**src/sdbsc_pkg.sv**
```systemverilog
// sdbsc_pkg.sv: shared constants and types of the sdram bank state checker
// assumes a 10 MHz memory clock; all durations become whole clock cycles here
package sdbsc_pkg;

    localparam int CNT_W = 8;
    localparam int BA_W  = 3;

    // clock period and device times, in picoseconds
    localparam int CK_PS     = 100000;
    localparam int T_RP_PS   = 15000;
    localparam int T_RCD_PS  = 15000;
    localparam int T_RFC_PS  = 127500;
    localparam int T_WR_PS   = 15000;
    localparam int T_WTR_PS  = 7500;
    localparam int T_XSNR_PS = 137500;

    // least times round up, never below the given floor
    function automatic int cyc_up(input int t_ps, input int floor_cyc);
        int c;
        c = (t_ps + CK_PS - 1) / CK_PS;
        return (c > floor_cyc) ? c : floor_cyc;
    endfunction

    localparam int WTR_MIN_CYC    = 2;
    localparam int RP_CYC         = cyc_up(T_RP_PS, 1);
    localparam int RCD_CYC        = cyc_up(T_RCD_PS, 1);
    localparam int RFC_CYC        = cyc_up(T_RFC_PS, 1);
    localparam int WR_CYC         = cyc_up(T_WR_PS, 1);
    localparam int WTR_CYC        = cyc_up(T_WTR_PS, WTR_MIN_CYC);
    localparam int XSNR_CYC       = cyc_up(T_XSNR_PS, 1);
    localparam int MRD_CYC        = 2;
    localparam int RD_TO_WR_EXTRA = 2;

    // {ras_n, cas_n, we_n} with cs_n low
    localparam logic [2:0] ENC_NOP = 3'h7;
    localparam logic [2:0] ENC_ACT = 3'h3;
    localparam logic [2:0] ENC_RD  = 3'h5;
    localparam logic [2:0] ENC_WR  = 3'h4;
    localparam logic [2:0] ENC_PRE = 3'h2;
    localparam logic [2:0] ENC_REF = 3'h1;
    localparam logic [2:0] ENC_LM  = 3'h0;

    typedef enum logic [3:0] {
        CMD_DESEL, CMD_NOP, CMD_ACT, CMD_RD, CMD_RDA, CMD_WR,
        CMD_WRA, CMD_PRE, CMD_PREA, CMD_REF, CMD_LM, CMD_SRE
    } sdbsc_cmd_t;

    typedef enum logic [7:0] {
        BK_IDLE = 8'h01, BK_ACTV = 8'h02, BK_ROW  = 8'h04, BK_RD  = 8'h08,
        BK_WR   = 8'h10, BK_RDAP = 8'h20, BK_WRAP = 8'h40, BK_PRE = 8'h80
    } sdbsc_bank_t;

    typedef enum logic [5:0] {
        DV_RUN  = 6'h01, DV_REF  = 6'h02, DV_MODE = 6'h04,
        DV_PREA = 6'h08, DV_SELF = 6'h10, DV_XIT  = 6'h20
    } sdbsc_dev_t;

endpackage

```
**src/sdbsc_cmd_if.sv**
```systemverilog
// sdbsc_cmd_if.sv: decoded command shared by decoder, checker and bank trackers
// assumes a single clock; all fields are combinational within one cycle
`timescale 1ns/10ps
interface sdbsc_cmd_if;
    import sdbsc_pkg::*;
    sdbsc_cmd_t      cmd;
    logic [BA_W-1:0] bank;
    logic            live;
    logic            take;
    modport dec (output cmd, bank, live);
    modport trk (input cmd, bank, take);
endinterface

```
**src/sdbsc_bank.sv**
```systemverilog
// sdbsc_bank.sv: state and cycle counters of one bank
// assumes only commands the checker accepted are marked take
`timescale 1ns/10ps
module sdbsc_bank
    import sdbsc_pkg::*;
#(
    parameter int BANK_ID = 0,
    parameter int RP      = RP_CYC,
    parameter int RCD     = RCD_CYC,
    parameter int WR      = WR_CYC,
    parameter int HALF_BL = 4,
    parameter int RL      = 5
) (
    // clock and reset
    input  wire logic   ref_clk,
    input  wire logic   rst,
    // accepted command stream
    sdbsc_cmd_if.trk    c,
    // bank status
    output sdbsc_bank_t state,
    output logic        rec_busy
);
    localparam int WL = RL - 1;
    localparam logic [CNT_W-1:0] RP_L  = CNT_W'(RP - 1);
    localparam logic [CNT_W-1:0] RCD_L = CNT_W'(RCD - 1);
    localparam logic [CNT_W-1:0] BST_L = CNT_W'(HALF_BL - 1);
    localparam logic [CNT_W-1:0] REC_L = CNT_W'(WL + HALF_BL + WR - 1);
    localparam logic [CNT_W-1:0] RDA_L = CNT_W'(HALF_BL + RP - 1);
    localparam logic [CNT_W-1:0] WRA_L = CNT_W'(WL + HALF_BL + WR + RP - 1);

    sdbsc_bank_t      next_state;
    logic [CNT_W-1:0] cnt, next_cnt, rec, next_rec, age, next_age;
    logic             hit, pre_hit;

    always_comb begin
        hit        = c.take && (c.bank == BA_W'(BANK_ID));
        pre_hit    = c.take && (c.cmd == CMD_PREA || (hit && c.cmd == CMD_PRE));
        next_state = state;
        next_cnt   = (cnt != '0) ? cnt - 1'b1 : cnt;
        next_rec   = (rec != '0) ? rec - 1'b1 : rec;
        if (pre_hit) begin
            // a later precharge restarts the period
            next_state = BK_PRE;
            next_cnt   = RP_L;
        end else if (hit) begin
            case (c.cmd)
                CMD_ACT: begin
                    next_state = BK_ACTV;
                    next_cnt   = RCD_L;
                end
                CMD_RD: begin
                    next_state = BK_RD;
                    next_cnt   = BST_L;
                end
                CMD_RDA: begin
                    // access runs to the earliest precharge point, then the precharge
                    next_state = BK_RDAP;
                    next_cnt   = RDA_L;
                end
                CMD_WR: begin
                    next_state = BK_WR;
                    next_cnt   = BST_L;
                    next_rec   = REC_L;
                end
                CMD_WRA: begin
                    next_state = BK_WRAP;
                    next_cnt   = WRA_L;
                    next_rec   = REC_L;
                end
                default: next_state = state;
            endcase
        end else if (cnt == '0) begin
            case (state)
                BK_ACTV, BK_RD, BK_WR:    next_state = BK_ROW;
                BK_RDAP, BK_WRAP, BK_PRE: next_state = BK_IDLE;
                default:                  next_state = state;
            endcase
        end
        next_age = (next_state != state || hit || pre_hit) ? '0 :
                   (&age ? age : age + 1'b1);
    end

    always_ff @(posedge ref_clk) begin
        if (rst) begin
            state <= BK_IDLE;
            cnt   <= '0;
            rec   <= '0;
            age   <= '0;
        end else begin
            state <= next_state;
            cnt   <= next_cnt;
            rec   <= next_rec;
            age   <= next_age;
        end
    end

    assign rec_busy = (rec != '0);
endmodule

```
**src/flat_wrapper.sv**
```systemverilog
// flat-port wrapper written by rule: the top's interface ports become plain ports
module sdbsc_bank_flat import sdbsc_pkg::*;
#(
    parameter int BANK_ID = 0,
    parameter int RP      = RP_CYC,
    parameter int RCD     = RCD_CYC,
    parameter int WR      = WR_CYC,
    parameter int HALF_BL = 4,
    parameter int RL      = 5
)
  (ref_clk, rst, state, rec_busy, c_cmd, c_bank, c_take);
  sdbsc_cmd_if c_i ();
  input  wire logic ref_clk;
  input  wire logic rst;
  output sdbsc_bank_t state;
  output logic rec_busy;
  input wire logic [$bits(c_i.cmd)-1:0] c_cmd;
  input wire logic [$bits(c_i.bank)-1:0] c_bank;
  input wire logic [$bits(c_i.take)-1:0] c_take;
  assign c_i.cmd = c_cmd;
  assign c_i.bank = c_bank;
  assign c_i.take = c_take;
  sdbsc_bank #(.BANK_ID(BANK_ID), .RP(RP), .RCD(RCD), .WR(WR), .HALF_BL(HALF_BL), .RL(RL)) u_core (.ref_clk(ref_clk), .rst(rst), .c(c_i), .state(state), .rec_busy(rec_busy));
endmodule
```
**config.mk**
```make
export PLATFORM = sky130hd
export DESIGN_NAME = sdbsc_bank_flat
export DESIGN_NICKNAME = d
export VERILOG_FILES = /design/src/sdbsc_pkg.sv /design/src/sdbsc_cmd_if.sv /design/src/sdbsc_bank.sv /design/src/flat_wrapper.sv
export SDC_FILE = /design/constraint.sdc
export NUM_CORES = 1
export LEC_CHECK = 0
export BUFFER_PORTS_ARGS = -buffer_cell sky130_fd_sc_hd__buf_2
export CAP_MARGIN = 20
export CORE_AREA = 2 2 53 55
export DETAILED_ROUTE_END_ITERATION = 8
export DIE_AREA = 0 0 55 57
export PLACE_DENSITY = 0.75
export SLEW_MARGIN = 15
export SYNTH_ARGS = -nofsm -noshare
export SYNTH_HDL_FRONTEND = slang
export SYNTH_SLANG_ARGS = --single-unit
```
**constraint.sdc**
```tcl
create_clock -name ref_clk -period 2.35 [get_ports ref_clk]
set_input_delay 0.235 -clock ref_clk [delete_from_list [all_inputs] [get_ports ref_clk]]
set_output_delay 0.235 -clock ref_clk [all_outputs]
set_load 0.005 [all_outputs]
```
==> results.json <==
{
  "status": "finished clean",
  "fp.dieW_microns": 55,
  "diodes": 0,
  "syn_area_per_cell_sq_um": 8.469,
  "rsz0062_at_grt": "no",
  "synth.most_common_cell": "dfxtp_1",
  "cp.arrival_ns": 2.10,
  "power.density_nw_per_um2": 1132,
  "ys_ff_latch": 24,
  "syn_to_final_growth_pct": 9.880,
  "vias_per_cell": 5.707,
  "overflow": 0,
  "fin_crit_sh_pct": 80.31,
  "fin_worst_skew_ns": 0.002635,
  "critPathSlowestCell": "or4_4",
  "fin_setup_tns_ns": 0,
  "cp_num_buf_inv": 0,
  "finalMaxSlewViolations": 0,
  "worstSetupPathType": "flip-flop to flip-flop",
  "cts.htree.levels": 1,
  "coreArea_sq_um": 2615,
  "peakVddDrop_v": 0.0006630,
  "worst_r2r_path_depth": 5,
  "yosysSeqAreaShare_pct": 35.46,
  "ant_nets": 0,
  "numPortBuffers": 18,
  "synth_warnings": 0,
  "drt-initial-drc-count": 24,
  "path_depth": 5,
  "syn-cell-area_sq_um": 1355,
  "yosys.area.top_type": "dfxtp_1",
  "first_global_vias": 1084,
  "post_cts_buffers": 0,
  "cpPeakStageDelay_ns": 0.45,
  "max_freq_mhz": 529.8,
  "cp.required_ns": 2.56,
  "ys.flop_type": "dfxtp_1",
  "antenna_found_initial": 0,
  "worstHoldPathType": "input port to flip-flop",
  "max-slew-margin-rel_pct": 34.25,
  "synthTopCellsByArea": "dfxtp_1, nor2_1, nand2_1",
  "critPathMaxFanout": 5,
  "grtUsageTotal_pct": 20.11,
  "cts_buffers": 3,
  "clk_latency_ns": 0.31,
  "grt_pass1_wl_microns": 4726,
  "first_pass_iters": 4,
  "cp_cell_sequence": "nor4_4 > nand3_2 > or4_4 > o21ai_2 > o22ai_1",
  "cts_tree": "built",
  "route.vias.total": 1187,
  "start_util_pct": 51.82,
  "die_h_microns": 57,
  "syn_inst": 160,
  "gp_congestion": 0.8784,
  "grt_max_degree": 14,
  "synth_common_cells": "dfxtp_1, nor2_1, nand2_1, xnor2_1, xor2_1",
  "clk_pin_slew_ns": 0.13,
  "endpoint_kind": "flip-flop",
  "worst_pin_slew_ns": 0.9816,
  "routedWlPerCell_microns": 13.19,
  "yosys.area.top_type_share_pct": 35.46,
  "drc_errors": 0,
  "final_core_util_pct": 56.94,
  "synth_edf_count": 0,
  "post_synth_num_cell_types": 45,
  "cp_top_family": "simple AND/OR/NAND/NOR gates",
  "fin_crit_ns": 1.887,
  "drv_cap": 0,
  "drive_above_1_share_pct": 15.82,
  "hold_violations": 0,
  "syn_nets": 174,
  "cts-root-buf": "clkbuf_4",
  "hpwlAfterDp_microns": 2086,
  "die-area_sq_um": 3135,
  "async_flop_share_pct": 0,
  "p_leak_nw": 0.5998,
  "finalSetupViolCount": 0,
  "ctsResizeCount": 0,
  "ioPinCount": 19,
  "nNetsFinal": 193,
  "total_power_mw": 1.686,
  "hold_slack_ns": 0.1347,
  "clockBufferDepth": 2,
  "clkSinkCount": 24,
  "cts_hold_buf": 0,
  "num_rows": 19,
  "crit_path_start_kind": "flip-flop",
  "routed_wl_microns": 2743,
  "min_delay_path_depth": 2
}
through the flow:
| step | setup WS, ns | instances | cell area (sq um) |
|---|---|---|---|
| 6_report | 0.4626 | 208 | 1489 |
| 5_1_grt | 0.3295 | 208 | 1489 |
| 4_1_cts | 0.4598 | 208 | 1489 |
| 3_5_place_dp | 0.3273 | 205 | 1466 |
| 3_3_place_gp | 0.4753 | 205 | 1466 |
| 2_1_floorplan | 0.6455 | 160 | 1355 |
worst reg2reg max path: stages, from the launching register on:
cell	delay, ns
dfxtp_1	0.40
nor4_4	0.36
nand3_2	0.18
or4_4	0.45
o21ai_2	0.27
o22ai_1	0.13
routing by layer:
layer	part of all wire [%]	wire [microns]	GRT usage (%)	vias up
li1	-	-	-	601
met1	50	1371	29.85	550
met2	43	1182	28.06	30
met3	4.9	135	3.927	6
met4	1.9	53	8.711	0
met5	0	0	0	-
worst paths after layout:
path	startpoint	end	slack [ns]
setup / recovery	u_core.cnt[3]	u_core.state[3]	0.46
hold reg to reg	u_core.rec[1]	u_core.rec[1]	0.51
hold / removal	rst	u_core.state[7]	0.13
setup reg to reg	u_core.cnt[3]	u_core.state[3]	0.46
sequential cells by signal (all words and copies together) (netlist names):
register / flops
u_core.cnt: 8
u_core.rec: 8
u_core.state: 8
layout make-up:
cell class / count / area, sq um
clock buffer: 3 / 22.52
fill: 252 / 1126
inverter: 4 / 15.01
multi-input combinational: 128 / 842.1
sequential: 24 / 480.5
tap: 31 / 38.79
timing repair buffer: 18 / 90.09
cell families after synthesis:
group | Yosys count | share of synthesized area (%)
AO/OA/AOI/OAI | 28 | 14.59
buffers and inverters | 8 | 2.401
adder cells (fa/ha/maj) | 4 | 3.694
XOR/XNOR | 16 | 10.34
multiplexers | 1 | 0.7387
flip-flops | 24 | 35.46
AND/OR/NAND/NOR | 79 | 32.78
cells in the final DEF, fill, tap and decap left out, drive strengths merged, types with 2 or more instances in the layout:
cell type / synthesis / layout
a21boi: 3 / 3
a21oi: 4 / 4
a31oi: 2 / 2
and2: 2 / 2
buf: 2 / 18
clkbuf: 2 / 3
dfxtp: 24 / 24
ha: 4 / 4
inv: 4 / 4
nand2: 19 / 19
nand2b: 7 / 7
nand3: 5 / 5
nor2: 22 / 22
nor3: 4 / 4
nor3b: 3 / 3
nor4: 4 / 4
nor4b: 4 / 4
o21ai: 6 / 6
o21bai: 3 / 3
o22ai: 2 / 2
or4: 2 / 2
xnor2: 8 / 8
xor2: 8 / 8
where the power goes:
group          switching, mW  internal [mW]
clock                  0.120         0.0601
sequential             0.139          0.540
combinational          0.424          0.402
(Power assumes the default switching activity.)
